===== config.mk =====
export PLATFORM = sky130hd
export DESIGN_NAME = ectp_timer
export DESIGN_NICKNAME = d
export VERILOG_FILES = /design/src/hdl/ectp_pkg.sv /design/src/hdl/ectp_timer.sv
export VERILOG_INCLUDE_DIRS = /design/src /design/src/hdl
export SDC_FILE = /design/constraint.sdc
export NUM_CORES = 1
export LEC_CHECK = 0
export ABC_AREA = 1
export BUFFER_PORTS_ARGS = -buffer_cell sky130_fd_sc_hd__buf_2
export CAP_MARGIN = 20
export CORE_MARGIN = 4
export CORE_UTILIZATION = 35
export CTS_CLUSTER_SIZE = 25
export DETAILED_ROUTE_END_ITERATION = 6
export HOLD_SLACK_MARGIN = 0.02
export SETUP_SLACK_MARGIN = 0.02
export SLEW_MARGIN = 20
export SYNTH_ARGS = -nofsm -noshare
export SYNTH_HDL_FRONTEND = slang
export SYNTH_SLANG_ARGS = --single-unit

===== constraint.sdc =====
create_clock -name clk_in -period 8.45 [get_ports clk_in]
set_input_delay 0.845 -clock clk_in [delete_from_list [all_inputs] [get_ports clk_in]]
set_output_delay 0.845 -clock clk_in [all_outputs]
set_load 0.02 [all_outputs]

===== src/hdl/ectp_consts.svh =====
// offsets, field positions, reset values and edge codes of the event count / trigger pwm timer
// assumes a byte-addressed register port with one aligned 32-bit word per register
`ifndef ECTP_CONSTS_SVH
`define ECTP_CONSTS_SVH

`define ECTP_ADDR_W        8
`define ECTP_DATA_W        32
`define ECTP_CNT_W         16

`define ECTP_OFS_CTRL0     8'h00
`define ECTP_OFS_CTRL1     8'h04
`define ECTP_OFS_IOCTL     8'h08
`define ECTP_OFS_EDGE      8'h0C
`define ECTP_OFS_MASK      8'h10
`define ECTP_OFS_CMP0      8'h14
`define ECTP_OFS_CMP1      8'h18
`define ECTP_OFS_CMP2      8'h1C
`define ECTP_OFS_CMP3      8'h20
`define ECTP_OFS_COUNT     8'h24
`define ECTP_OFS_OPTION    8'h28

`define ECTP_BIT_ENABLE    0
`define ECTP_MODE_LSB      0
`define ECTP_BIT_EVCLK     5
`define ECTP_BIT_SWTRIG    6
`define ECTP_EV_EDGE_LSB   2
`define ECTP_TR_EDGE_LSB   0
`define ECTP_MASK_LSB      1

`define ECTP_CNT_CLEAR     16'h0000
`define ECTP_CNT_IDLE      16'hFFFF
`define ECTP_CMP_RST       16'h0000

`define ECTP_EDGE_NONE     2'h0
`define ECTP_EDGE_RISE     2'h1
`define ECTP_EDGE_FALL     2'h2
`define ECTP_EDGE_BOTH     2'h3

`endif


===== src/hdl/ectp_pkg.sv =====
// types of the event count / trigger pwm timer
// assumes ectp_consts.svh for all numeric constants except the mode codes, which are given here
package ectp_pkg;
    typedef enum logic [2:0] {
        ECTP_MODE_INTERVAL = 3'h0,
        ECTP_MODE_EVENT    = 3'h1,
        ECTP_MODE_TRIGGER  = 3'h2
    } ectp_mode_t;

    typedef enum logic [1:0] {
        ECTP_ST_IDLE,
        ECTP_ST_WAIT,
        ECTP_ST_RUN
    } ectp_state_t;
endpackage


===== src/hdl/ectp_timer.sv =====
// 16-bit timer in external event count mode and trigger pwm output mode
// assumes one 20 MHz clock as the count clock, pins asynchronous, single-cycle register strobes
`timescale 1ns/1ns
`include "ectp_consts.svh"

// Contract
// - event mode: counter clears and period event fires after period value + 1 edges
// - event mode: channel compare writes go straight to the buffers, events fire on counter equality
// - event mode keeps every timer output disabled
// - period FFFF: count to FFFF, wrap to 0000 with period event, no overflow
// - period write in event mode hits buffer at once; counter may wrap past FFFF
// - channel value below period: one channel event per counter cycle
// - channel value above period: channel event never fires
// - trigger mode: enable makes the timer wait for a trigger, not count
// - trigger clears counter to 0000 and starts it; retrigger restarts it
// - trigger inverts channel 0 output and drives pwm outputs high
// - pwm active for channel value clocks within period value + 1 clocks
// - trigger mode: period event and clear on the count after equality
// - channel event fires when counter equals that channel's buffered value
// - trigger mode: all compare values copied to buffers at period match
// - trigger is an external valid edge or software writing the trigger bit
// - software triggering gives channel 0 a square wave, half period one pwm period
// - mode field 001 selects event count mode
// - enable in event mode clears counter, loads period buffer; edges then count
module ectp_timer
    import ectp_pkg::*;
(
    // clock and reset
    input  wire logic                    clk_in,
    input  wire logic                    nrst_in,
    // register port
    input  wire logic [`ECTP_ADDR_W-1:0] reg_addr_in,
    input  wire logic [`ECTP_DATA_W-1:0] reg_wdata_in,
    input  wire logic                    reg_wr_in,
    input  wire logic                    reg_rd_in,
    output logic      [`ECTP_DATA_W-1:0] reg_rdata_out,
    // pins
    input  wire logic                    event_pin_in,
    input  wire logic                    trigger_pin_in,
    output logic      [3:0]              timer_out,
    output logic      [3:0]              timer_oe_out,
    // match events
    output logic                         period_match_event_out,
    output logic      [3:1]              channel_match_event_out
);

    ////////////////////////////////////////////////////////////////////////////////
    // registers and state
    logic                    count_enable_bit_ff;
    logic [2:0]              mode_ff;
    logic                    event_clock_select_bit_ff;
    logic [3:0]              out_enable_ff;
    logic [3:0]              edge_sel_ff;
    logic [3:1]              channel_event_mask_ff;
    logic [`ECTP_CNT_W-1:0]  cmp_reg_ff [0:3];
    logic [`ECTP_CNT_W-1:0]  cmp_buf_ff [0:3];
    logic [`ECTP_CNT_W-1:0]  cnt_ff;
    ectp_state_t             state_ff;
    logic [2:0]              ev_sync_ff;
    logic [2:0]              tr_sync_ff;
    logic [3:0]              out_ff;
    logic                    period_evt_ff;
    logic [3:1]              ch_evt_ff;
    logic [`ECTP_DATA_W-1:0] rdata_ff;

    logic                    wr_ctrl0;
    logic                    start;
    logic                    ev_edge;
    logic                    tr_edge;
    logic                    sw_trig;
    logic                    trig;
    logic                    tick;
    logic                    period_hit;
    logic                    is_event;
    logic                    is_trigger;
    logic [`ECTP_CNT_W-1:0]  nxt_cnt;
    logic [`ECTP_CNT_W-1:0]  nxt_buf [0:3];

    function automatic logic edge_hit(input logic [1:0] sel, input logic cur, input logic prev);
        case (sel)
            `ECTP_EDGE_RISE: edge_hit = cur & ~prev;
            `ECTP_EDGE_FALL: edge_hit = ~cur & prev;
            `ECTP_EDGE_BOTH: edge_hit = cur ^ prev;
            default:         edge_hit = 1'b0;
        endcase
    endfunction

    assign is_event   = (mode_ff == ECTP_MODE_EVENT);
    assign is_trigger = (mode_ff == ECTP_MODE_TRIGGER);
    assign wr_ctrl0   = reg_wr_in & (reg_addr_in == `ECTP_OFS_CTRL0);
    assign start      = wr_ctrl0 & reg_wdata_in[`ECTP_BIT_ENABLE] & ~count_enable_bit_ff;

    ////////////////////////////////////////////////////////////////////////////////
    // pin synchronisers; edges only looked at on stages 1 and 2
    always_ff @(posedge clk_in or negedge nrst_in) begin
        if (!nrst_in) begin
            ev_sync_ff <= 3'h0;
            tr_sync_ff <= 3'h0;
        end else begin
            ev_sync_ff <= {ev_sync_ff[1:0], event_pin_in};
            tr_sync_ff <= {tr_sync_ff[1:0], trigger_pin_in};
        end
    end

    assign ev_edge = edge_hit(edge_sel_ff[`ECTP_EV_EDGE_LSB +: 2], ev_sync_ff[1], ev_sync_ff[2]);
    assign tr_edge = edge_hit(edge_sel_ff[`ECTP_TR_EDGE_LSB +: 2], tr_sync_ff[1], tr_sync_ff[2]);
    assign sw_trig = reg_wr_in & (reg_addr_in == `ECTP_OFS_CTRL1) & reg_wdata_in[`ECTP_BIT_SWTRIG];
    // a trigger counts only once the enable is in and the timer is waiting or running
    assign trig    = is_trigger & (state_ff != ECTP_ST_IDLE) & (tr_edge | sw_trig);

    ////////////////////////////////////////////////////////////////////////////////
    // count step, period match and buffer next values
    always_comb begin
        tick = 1'b0;
        if (state_ff == ECTP_ST_RUN) begin
            tick = is_event ? ev_edge : 1'b1;
        end
        period_hit = tick & (cnt_ff == cmp_buf_ff[0]);
        nxt_cnt    = cnt_ff;
        if (start) begin
            nxt_cnt = is_event ? `ECTP_CNT_CLEAR : `ECTP_CNT_IDLE;
        end else if (trig) begin
            nxt_cnt = `ECTP_CNT_CLEAR;
        end else if (period_hit) begin
            nxt_cnt = `ECTP_CNT_CLEAR;
        end else if (tick) begin
            nxt_cnt = cnt_ff + 16'h0001;
        end
        for (int m = 0; m < 4; m++) begin
            nxt_buf[m] = cmp_buf_ff[m];
            if (start || (period_hit && is_trigger)) begin
                nxt_buf[m] = cmp_reg_ff[m];
            end
            // event mode compares take a write at once, even mid-count
            if (is_event && reg_wr_in && reg_addr_in == `ECTP_OFS_CMP0 + 8'(4 * m)) begin
                nxt_buf[m] = reg_wdata_in[`ECTP_CNT_W-1:0];
            end
        end
    end

    ////////////////////////////////////////////////////////////////////////////////
    // control registers
    always_ff @(posedge clk_in or negedge nrst_in) begin
        if (!nrst_in) begin
            count_enable_bit_ff       <= 1'b0;
            mode_ff                   <= 3'h0;
            event_clock_select_bit_ff <= 1'b0;
            out_enable_ff             <= 4'h0;
            edge_sel_ff               <= 4'h0;
            channel_event_mask_ff     <= 3'h0;
        end else if (reg_wr_in) begin
            case (reg_addr_in)
                `ECTP_OFS_CTRL0: count_enable_bit_ff <= reg_wdata_in[`ECTP_BIT_ENABLE];
                `ECTP_OFS_CTRL1: begin
                    mode_ff                   <= reg_wdata_in[`ECTP_MODE_LSB +: 3];
                    event_clock_select_bit_ff <= reg_wdata_in[`ECTP_BIT_EVCLK];
                end
                `ECTP_OFS_IOCTL: out_enable_ff         <= reg_wdata_in[3:0];
                `ECTP_OFS_EDGE:  edge_sel_ff           <= reg_wdata_in[3:0];
                `ECTP_OFS_MASK:  channel_event_mask_ff <= reg_wdata_in[`ECTP_MASK_LSB +: 3];
                default: ;
            endcase
        end
    end

    always_ff @(posedge clk_in or negedge nrst_in) begin
        if (!nrst_in) begin
            for (int m = 0; m < 4; m++) begin
                cmp_reg_ff[m] <= `ECTP_CMP_RST;
            end
        end else begin
            for (int m = 0; m < 4; m++) begin
                if (reg_wr_in && reg_addr_in == `ECTP_OFS_CMP0 + 8'(4 * m)) begin
                    cmp_reg_ff[m] <= reg_wdata_in[`ECTP_CNT_W-1:0];
                end
            end
        end
    end

    ////////////////////////////////////////////////////////////////////////////////
    // run state, counter and compare buffers
    always_ff @(posedge clk_in or negedge nrst_in) begin
        if (!nrst_in) begin
            state_ff <= ECTP_ST_IDLE;
        end else if (wr_ctrl0 && !reg_wdata_in[`ECTP_BIT_ENABLE]) begin
            state_ff <= ECTP_ST_IDLE;
        end else begin
            case (state_ff)
                ECTP_ST_IDLE: if (start) state_ff <= is_trigger ? ECTP_ST_WAIT : ECTP_ST_RUN;
                ECTP_ST_WAIT: if (trig) state_ff <= ECTP_ST_RUN;
                ECTP_ST_RUN:  state_ff <= ECTP_ST_RUN;
                default:      state_ff <= ECTP_ST_IDLE;
            endcase
        end
    end

    always_ff @(posedge clk_in or negedge nrst_in) begin
        if (!nrst_in) begin
            cnt_ff <= `ECTP_CNT_IDLE;
            for (int m = 0; m < 4; m++) begin
                cmp_buf_ff[m] <= `ECTP_CMP_RST;
            end
        end else begin
            cnt_ff <= nxt_cnt;
            for (int m = 0; m < 4; m++) begin
                cmp_buf_ff[m] <= nxt_buf[m];
            end
        end
    end

    ////////////////////////////////////////////////////////////////////////////////
    // match events, one-cycle pulses
    always_ff @(posedge clk_in or negedge nrst_in) begin
        if (!nrst_in) begin
            period_evt_ff <= 1'b0;
            ch_evt_ff     <= 3'h0;
        end else begin
            period_evt_ff <= period_hit;
            for (int k = 1; k < 4; k++) begin
                // only a counter step into the value fires, so at most once per cycle
                ch_evt_ff[k] <= (tick | trig) & (nxt_cnt == nxt_buf[k]) & ~channel_event_mask_ff[k];
            end
        end
    end

    ////////////////////////////////////////////////////////////////////////////////
    // waveform outputs
    always_ff @(posedge clk_in or negedge nrst_in) begin
        if (!nrst_in) begin
            out_ff <= 4'h0;
        end else if (!is_trigger) begin
            out_ff <= 4'h0;
        end else begin
            if (trig || period_hit) begin
                out_ff[0] <= ~out_ff[0];
            end
            for (int k = 1; k < 4; k++) begin
                if (trig) begin
                    out_ff[k] <= 1'b1;
                end else if (tick) begin
                    out_ff[k] <= (nxt_cnt < nxt_buf[k]);
                end
            end
        end
    end

    assign timer_out    = out_ff;
    assign timer_oe_out = is_trigger ? out_enable_ff : 4'h0;

    assign period_match_event_out  = period_evt_ff;
    assign channel_match_event_out = ch_evt_ff;

    ////////////////////////////////////////////////////////////////////////////////
    // read port, data one cycle after the strobe; overflow never sets in these modes
    always_ff @(posedge clk_in or negedge nrst_in) begin
        if (!nrst_in) begin
            rdata_ff <= 32'h0000_0000;
        end else if (reg_rd_in) begin
            case (reg_addr_in)
                `ECTP_OFS_CTRL0:  rdata_ff <= {31'h0, count_enable_bit_ff};
                `ECTP_OFS_CTRL1:  rdata_ff <= {26'h0, event_clock_select_bit_ff, 2'h0, mode_ff};
                `ECTP_OFS_IOCTL:  rdata_ff <= {28'h0, out_enable_ff};
                `ECTP_OFS_EDGE:   rdata_ff <= {28'h0, edge_sel_ff};
                `ECTP_OFS_MASK:   rdata_ff <= {28'h0, channel_event_mask_ff, 1'b0};
                `ECTP_OFS_CMP0:   rdata_ff <= {16'h0, cmp_reg_ff[0]};
                `ECTP_OFS_CMP1:   rdata_ff <= {16'h0, cmp_reg_ff[1]};
                `ECTP_OFS_CMP2:   rdata_ff <= {16'h0, cmp_reg_ff[2]};
                `ECTP_OFS_CMP3:   rdata_ff <= {16'h0, cmp_reg_ff[3]};
                `ECTP_OFS_COUNT:  rdata_ff <= {16'h0, cnt_ff};
                `ECTP_OFS_OPTION: rdata_ff <= 32'h0000_0000;
                default:          rdata_ff <= 32'h0000_0000;
            endcase
        end else begin
            rdata_ff <= 32'h0000_0000;
        end
    end

    assign reg_rdata_out = rdata_ff;

endmodule


==> results of run 1 <==
[sequential cells by signal, summed over array words and instances, names as in the netlist]
name and flops:
cnt_ff 16, channel_match_event_out 3, ev_sync_ff 3, event_clock_select_bit_ff 1, timer_out 4, edge_sel_ff 4
cmp_buf_ff 64, reg_rdata_out 16, tr_sync_ff 3, mode_ff 3, period_match_event_out 1, cmp_reg_ff 64
count_enable_bit_ff 1, state_ff 2, channel_event_mask_ff 3, out_enable_ff 4
[cells in the mapped netlist]
library cell / instances
a21oi_1: 49
a22oi_1: 23
a31oi_1: 15
a41oi_1: 1
and3_1: 1
buf_1: 2
buf_2: 26
buf_4: 21
buf_6: 1
clkbuf_1: 29
clkinv_1: 3
conb_1: 1
dfrtp_1: 176
dfstp_2: 16
ha_1: 57
inv_1: 105
inv_2: 7
nand2_1: 613
nand2_2: 3
nand2_4: 1
nand3_1: 164
nand3_2: 1
nand3b_1: 1
nand4_1: 27
nand4_4: 1
nor2_1: 72
nor2_2: 6
nor2_4: 3
nor3_1: 11
nor3_4: 2
nor4b_1: 1
o211ai_1: 5
o21ai_0: 96
o21bai_1: 7
o221ai_1: 2
o22ai_1: 1
xor2_1: 9
[power groups by stage]
stage / sequential (µW) / clock (µW) / combinational (µW)
final: 1040 / 876 / 654
after CTS: 1040 / 891 / 646
after detailed placement: 1060 / 0 / 643
after global routing: 1050 / 928 / 746
after global placement: 1060 / 0 / 630
after floorplan: 1050 / 0 / 440
[cell families (layout without fill, tap and decap cells)]
family / Yosys count / after routing / share of synthesized area (%)
AOI/OAI and AO/OA: 199 / 199 / 9.79
and+or+nand+nor: 907 / 907 / 33.4
adders and majority gates: 57 / 57 / 6.26
DFF: 192 / 192 / 42.4
other: 1 / 16 / 0.0329
buffers and inverters: 194 / 221 / 7.44
xor gates and xnor gates: 9 / 9 / 0.692
[per-stage QoR]
step	area, µm²	instances	util [%]	hold WS [ns]
6_report	12600	2036	39.8	0.338
5_1_grt	12600	2036	39.8	0.362
4_1_cts	12600	2035	39.7	0.341
3_5_place_dp	12000	2003	37.8	0.337
3_3_place_gp	12000	2001	37.7	0.335
2_1_floorplan	11400	1574	-	0.331
[path summary, 6_finish.rpt]
path,startpoint,end,slack (ns),depth (start not counted)
max,mode_ff[2],channel_match_event_out[3],3.26,16
min in group clk_in,tr_sync_ff[0],tr_sync_ff[1],0.35,0
min reg2reg,tr_sync_ff[0],tr_sync_ff[1],0.35,0
max reg2reg,mode_ff[2],channel_match_event_out[3],3.26,16
max in group asynchronous,nrst_in,cmp_reg_ff[9],6.78,2
min,nrst_in,cmp_buf_ff[33],0.34,1
[per-layer routing]
| metal | GRT usage, % | wire length [µm] |
|---|---|---|
| met4 | 5.69 | 699 |
| met2 | 32.9 | 16800 |
| met3 | 3.72 | 3010 |
| met1 | 31.0 | 17300 |
| met5 | 0 | 0 |
[layout make-up]
cell class	instances	share of cell area, %
Inverter	115	3.41
Clock buffer	19	3.58
Sequential cell	192	38.1
Timing Repair Buffer	74	3.51
Multi-Input combinational cell	1188	45.7
Clock inverter	13	1.38
Tap cell	435	4.30
[worst reg2reg max path: stages (launching register included)]
cell	delay [ns]
dfrtp_1	0.48
nor3_4	0.73
nand2_2	0.14
nand2_4	0.16
inv_2	0.16
nand4_4	0.13
buf_4	0.53
nand2_2	0.75
buf_4	0.48
nand2_1	0.11
nand3_1	0.06
nand2_1	0.10
ha_1	0.15
nand2_1	0.06
nor2_1	0.14
nand4_1	0.21
nor4b_1	0.65
==> summary.md, run 1 <==
| Metric | Value |
|---|---|
| Combinational share of power | `25.4%` |
| Iter 0 DRT Violations | `1194` |
| Total core area | `31800 µm²` |
| Setup ws final | `3.26 ns` |
| Critical path required time | `8.73 ns` |
| Max Slew Vio Count | `0` |
| Vias in the first global route | `10000` |
| Seq/Total Area, Yosys | `42.4%` |
| Seq cells post-synth | `192` |
| Via count | `10700` |
| Ordered cell list for the critical path | `nor3_4 -> nand2_2 -> nand2_4 -> inv_2 -> nand4_4 -> buf_4 -> nand2_2 -> buf_4 -> nand2_1 -> nand3_1 -> nand2_1 -> ha_1 -> nand2_1 -> nor2_1 -> nand4_1 -> nor4b_1` |
| Worst Max-Slew Pin Slew | `1.14 ns` |
| GR Overflow Total | `0` |
| Max FO, Critical Path | `53` |
| Total negative slack | `0 ns` |
| Net Sw Frac | `34.1%` |
| Row count | `65` |
| Cells after Synth | `1559` |
| Clk sinks | `192` |
| IO buf count | `57` |
| Layout cells sized above 1 | `9.18%` |
| Most frequent cells in the layout | `613 x nand2_1, 176 x dfrtp_1, 163 x nand3_1` |
| Part of the cycle the worst path needs | `61.5%` |
| Largest stage delay, worst path | `0.74 ns` |
| WL final | `37800 µm` |
| RD Place Congestion | `0.907` |
| N_diodes | `0` |
| Register Area | `4820 µm²` |
| First drt pass iteration count | `5` |
| PostCTS Resize Cnt | `0` |
| Max_cap viols | `0` |
| Fill cells | `3263` |
| Hold_buf cts | `0` |
| CP bufs+invs | `3` |
| Clk root buf | `clkbuf_16` |
| Net load switching power | `878 µW` |
| Worst-Skew Late Latency | `0.45 ns` |
| Peak supply drop | `0.000146 V` |
| Yosys warns | `0` |
| Total power | `2570 µW` |
| Syn avg cell area | `7.30 µm²` |
| Setup violations, final | `0` |
| Die width | `188 µm` |
| Yosys top cell area share | `38.7%` |
| Worst setup path class | `flip-flop to flip-flop` |
| GRT Overall Usage | `21.3%` |
| Antenna violation net count after detailed routing | `0` |
| Synth area leaders | `dfrtp_1 39%, nand2_1 20%, nand3_1 7.2%, ha_1 6.3%, o21ai_0 4.2%` |
| HPWL after DPL | `26000 µm` |
| Die area | `35500 µm²` |
| Reg clk slew, reported paths | `0.08 ns` |
| Clock power frac | `34.1%` |
| Routed len/inst | `18.6 µm` |
| CTS Buffer Depth | `2` |
| First-pass GRT wire length | `58900 µm` |
| Pleak | `0.00637 µW` |
| Cell Pwr Density | `203 nW/µm²` |
| DRC viols | `0` |
| Leading cell type in the layout, fill and taps excluded | `nand2_1` |
| Multi-input combinational cell area | `5780 µm²` |
| H-tree depth | `4` |
| RSZ-0062 raised after global routing | `false` |
| Largest net degree at the start of global routing | `77` |
| Crit start category | `flip-flop` |
| Flop pwr share | `40.5%` |
| Initial antenna violation count | `0` |
| Status | `finished clean` |
| Post-CTS Repair Setup Buffers | `0` |
| Worst slew margin | `23.7%` |
| Min-Delay Path Class | `input pin to async pin` |
| Vias per std cell | `5.25` |
| Endpoints failing hold | `0` |
| Setup Skew | `0.0105 ns` |
| CP max-delay cell | `nand2_2` |
| CTS tree | `done` |
| Dpl ws | `3.03 ns` |
| Netlist Area Pre-Place | `11400 µm²` |
| Fin crit period | `5.19 ns` |
| Worst path most repeated cell | `nand2_1` |
| Delay-heaviest family, CP | `simple AND/OR/NAND/NOR gates` |
| CTS buffer count | `17` |
| Starting Density | `35.8%` |
| Arr. time, crit path | `5.47 ns` |
| Max Fclk | `0.193 GHz` |
| Final nets | `1691` |
| Die height | `188 µm` |
| Worst setup EP type | `flip-flop` |
| Syn-to-layout area delta | `11.1%` |
| Top Ports | `90` |
| Dominant cell type by area after synthesis | `dfrtp_1` |
| Number of distinct library cells after synthesis | `37` |
| Cell Int Power | `1690 µW` |
(Power assumes the default switching activity.)
==> run 2, diff against run 1 <==
- clock period: 8.45 -> 4.8 ns (I/O delays scaled with it)
==> run 2 against run 1 <==
  * Wire length grew 3.3%
  * Clock power is 71% higher
  * Clock skew increased by 0.0048 ns
  * Critical endpoint is now timer_out[3]
  * Highest routed layer unchanged
==> summary.md, run 2 (synthesis gave the netlist of run 1 again) <==
| Metric | Value |
|---|---|
| Status | `finished clean` |
| Arr. time, crit path | `4.23 ns (-1.24 ns)` |
| PostCTS Resize Cnt | `0 (unchanged)` |
| Die height | `188 µm (unchanged)` |
| Critical path required time | `5.19 ns (-3.54 ns)` |
| Via count | `10700 (+0.31%)` |
| Max Slew Vio Count | `0 (unchanged)` |
| GR Overflow Total | `0 (unchanged)` |
| RD Place Congestion | `0.916 (+1.0%)` |
| Hold_buf cts | `0 (unchanged)` |
| Layout cells sized above 1 | `9.70% (+0.51 points)` |
| Cell Pwr Density | `357 nW/µm² (+76%)` |
| Fill cells | `3285 (+0.67%)` |
| Vias per std cell | `5.24 (about the same)` |
| First drt pass iteration count | `6 (+1)` |
| Worst-Skew Late Latency | `0.45 ns (about the same)` |
| Leading cell type in the layout, fill and taps excluded | `nand2_1` |
| Largest stage delay, worst path | `0.51 ns (-0.23 ns)` |
| Min-Delay Path Class | `input pin to flip-flop` |
| R2r setup slk | `0.96 ns (-2.30 ns)` |
| Inst Count DP | `2011 (+0.40%)` |
| Worst setup EP type | `flip-flop` |
| N_diodes | `0 (unchanged)` |
| Iter 0 DRT Violations | `1445 (+21%)` |
| Reg clk slew, reported paths | `0.08 ns (about the same)` |
| Routed len/inst | `19.1 µm (+2.9%)` |
| Worst path most repeated cell | `nand3_1` |
| DRC viols | `0 (unchanged)` |
| Clk root buf | `clkbuf_16` |
| Total power | `4530 µW (+76%)` |
| RSZ-0062 raised after global routing | `false` |
| Delay-heaviest family, CP | `simple AND/OR/NAND/NOR gates` |
| Fin crit period | `3.84 ns (-1.35 ns)` |
| Setup violations, final | `0 (unchanged)` |
| Largest regs | `cmp_buf_ff: 64 flops, cmp_reg_ff: 64 flops` |
| Multi-input combinational cell area | `5780 µm² (about the same)` |
| Hold depth | `1` |
| Peak supply drop | `0.000260 V (+77%)` |
| Initial antenna violation count | `0 (unchanged)` |
| Final nets | `1699 (+0.47%)` |
| Largest net degree at the start of global routing | `114 (+48%)` |
| Max Fclk | `0.260 GHz (+35%)` |
| GRT Overall Usage | `22.1% (+0.80 points)` |
| Register Area | `4820 µm² (unchanged)` |
| Clk sinks | `192 (unchanged)` |
| Part of the cycle the worst path needs | `80.0% (+19 points)` |
| Pleak | `0.00641 µW (+0.56%)` |
| Max FO, Critical Path | `17 (-68%)` |
| Worst setup path class | `flip-flop to flip-flop` |
| Max_cap viols | `0 (unchanged)` |
| Die area | `35500 µm² (unchanged)` |
| IO buf count | `57 (unchanged)` |
| Starting Density | `35.8% (unchanged)` |
| Vias in the first global route | `10200 (+1.9%)` |
| First-pass GRT wire length | `61000 µm (+3.6%)` |
| Syn-to-layout area delta | `11.5%` |
| Total core area | `31800 µm² (unchanged)` |
| Worst Max-Slew Pin Slew | `0.963 ns (-0.180 ns)` |
| Finished Layout Cells | `2044 (+0.39%)` |
| Fin util | `39.9% (+0.15 points)` |
| Crit start category | `flip-flop` |
| Ordered cell list for the critical path | `inv_1 -> ha_1 -> nand3_1 -> nand3_1 -> nand2_2 -> nand2_4 -> inv_2 -> nand3_1 -> nand2_1 -> inv_2 -> nand3_1 -> a21oi_1 -> ha_1 -> a21oi_1 -> o21ai_0 -> a41oi_1 -> nand2_1 -> nand2_1 -> nand3_1 -> nand2_1` |
| Hold WS | `0.139 ns (-0.199 ns)` |
| Levels on crit path | `20 (+4)` |
| Worst slew margin | `35.8% (+12 points)` |
| CP bufs+invs | `3 (unchanged)` |
| HPWL after DPL | `26500 µm (+1.8%)` |
| Endpoints failing hold | `0 (unchanged)` |
| Most frequent cells in the layout | `612 x nand2_1, 176 x dfrtp_1, 163 x nand3_1` |
| Post-CTS Repair Setup Buffers | `0 (unchanged)` |
| Die width | `188 µm (unchanged)` |
| Antenna violation net count after detailed routing | `0 (unchanged)` |
| Top Ports | `90 (unchanged)` |
| CTS Buffer Depth | `2 (unchanged)` |
| CTS tree | `done` |
| Total negative slack | `0 ns (unchanged)` |
| Setup Skew | `0.0153 ns (+0.00483 ns)` |
| R2r worst-path depth | `20 (+4)` |
| WL final | `39000 µm (+3.3%)` |
| CP max-delay cell | `a21oi_1` |
| H-tree depth | `4 (unchanged)` |
| CTS buffer count | `17 (unchanged)` |
| Row count | `65 (unchanged)` |
-- run 2: report_power, final --
group	switching [µW]	internal [µW]	total, µW
clock network	694	808	1500
logic	800	401	1200
registers	88.3	1740	1830
total	1580	2950	4530
-- run 2: path summary, 6_finish.rpt --
kind	start	end
max	ev_sync_ff[1]	timer_out[3]
min	event_pin_in	ev_sync_ff[0]
max reg2reg	ev_sync_ff[1]	timer_out[3]
min reg2reg	tr_sync_ff[0]	tr_sync_ff[1]
max in group asynchronous	nrst_in	cmp_reg_ff[45]
min in group asynchronous	nrst_in	cmp_reg_ff[35]
-- run 2: area by class of cell --
| class | count | share of cell area (%) |
|---|---|---|
| Multi-Input combinational cell | 1188 | 45.5 |
| Timing Repair Buffer | 82 | 4.05 |
| Sequential cell | 192 | 38.0 |
| Inverter | 115 | 3.40 |
| Clock inverter | 13 | 1.18 |
| Clock buffer | 19 | 3.57 |
| Tap cell | 435 | 4.29 |
-- run 2: per-layer routing --
layer | wire length [µm] | track usage (%) | share of wire (%)
met2 | 16900 | 33.2 | 43
met5 | 0 | 0 | 0
met1 | 17900 | 32.8 | 46
met4 | 1040 | 6.36 | 2.7
met3 | 3280 | 3.85 | 8.4
-- run 2: metrics by stage --
step	area (µm²)	setup slack, ns
detailed placement	12100	0.693
finish	12700	0.958
CTS	12700	0.929
global placement	12100	0.739
floorplan	11400	1.86
global route	12700	0.596
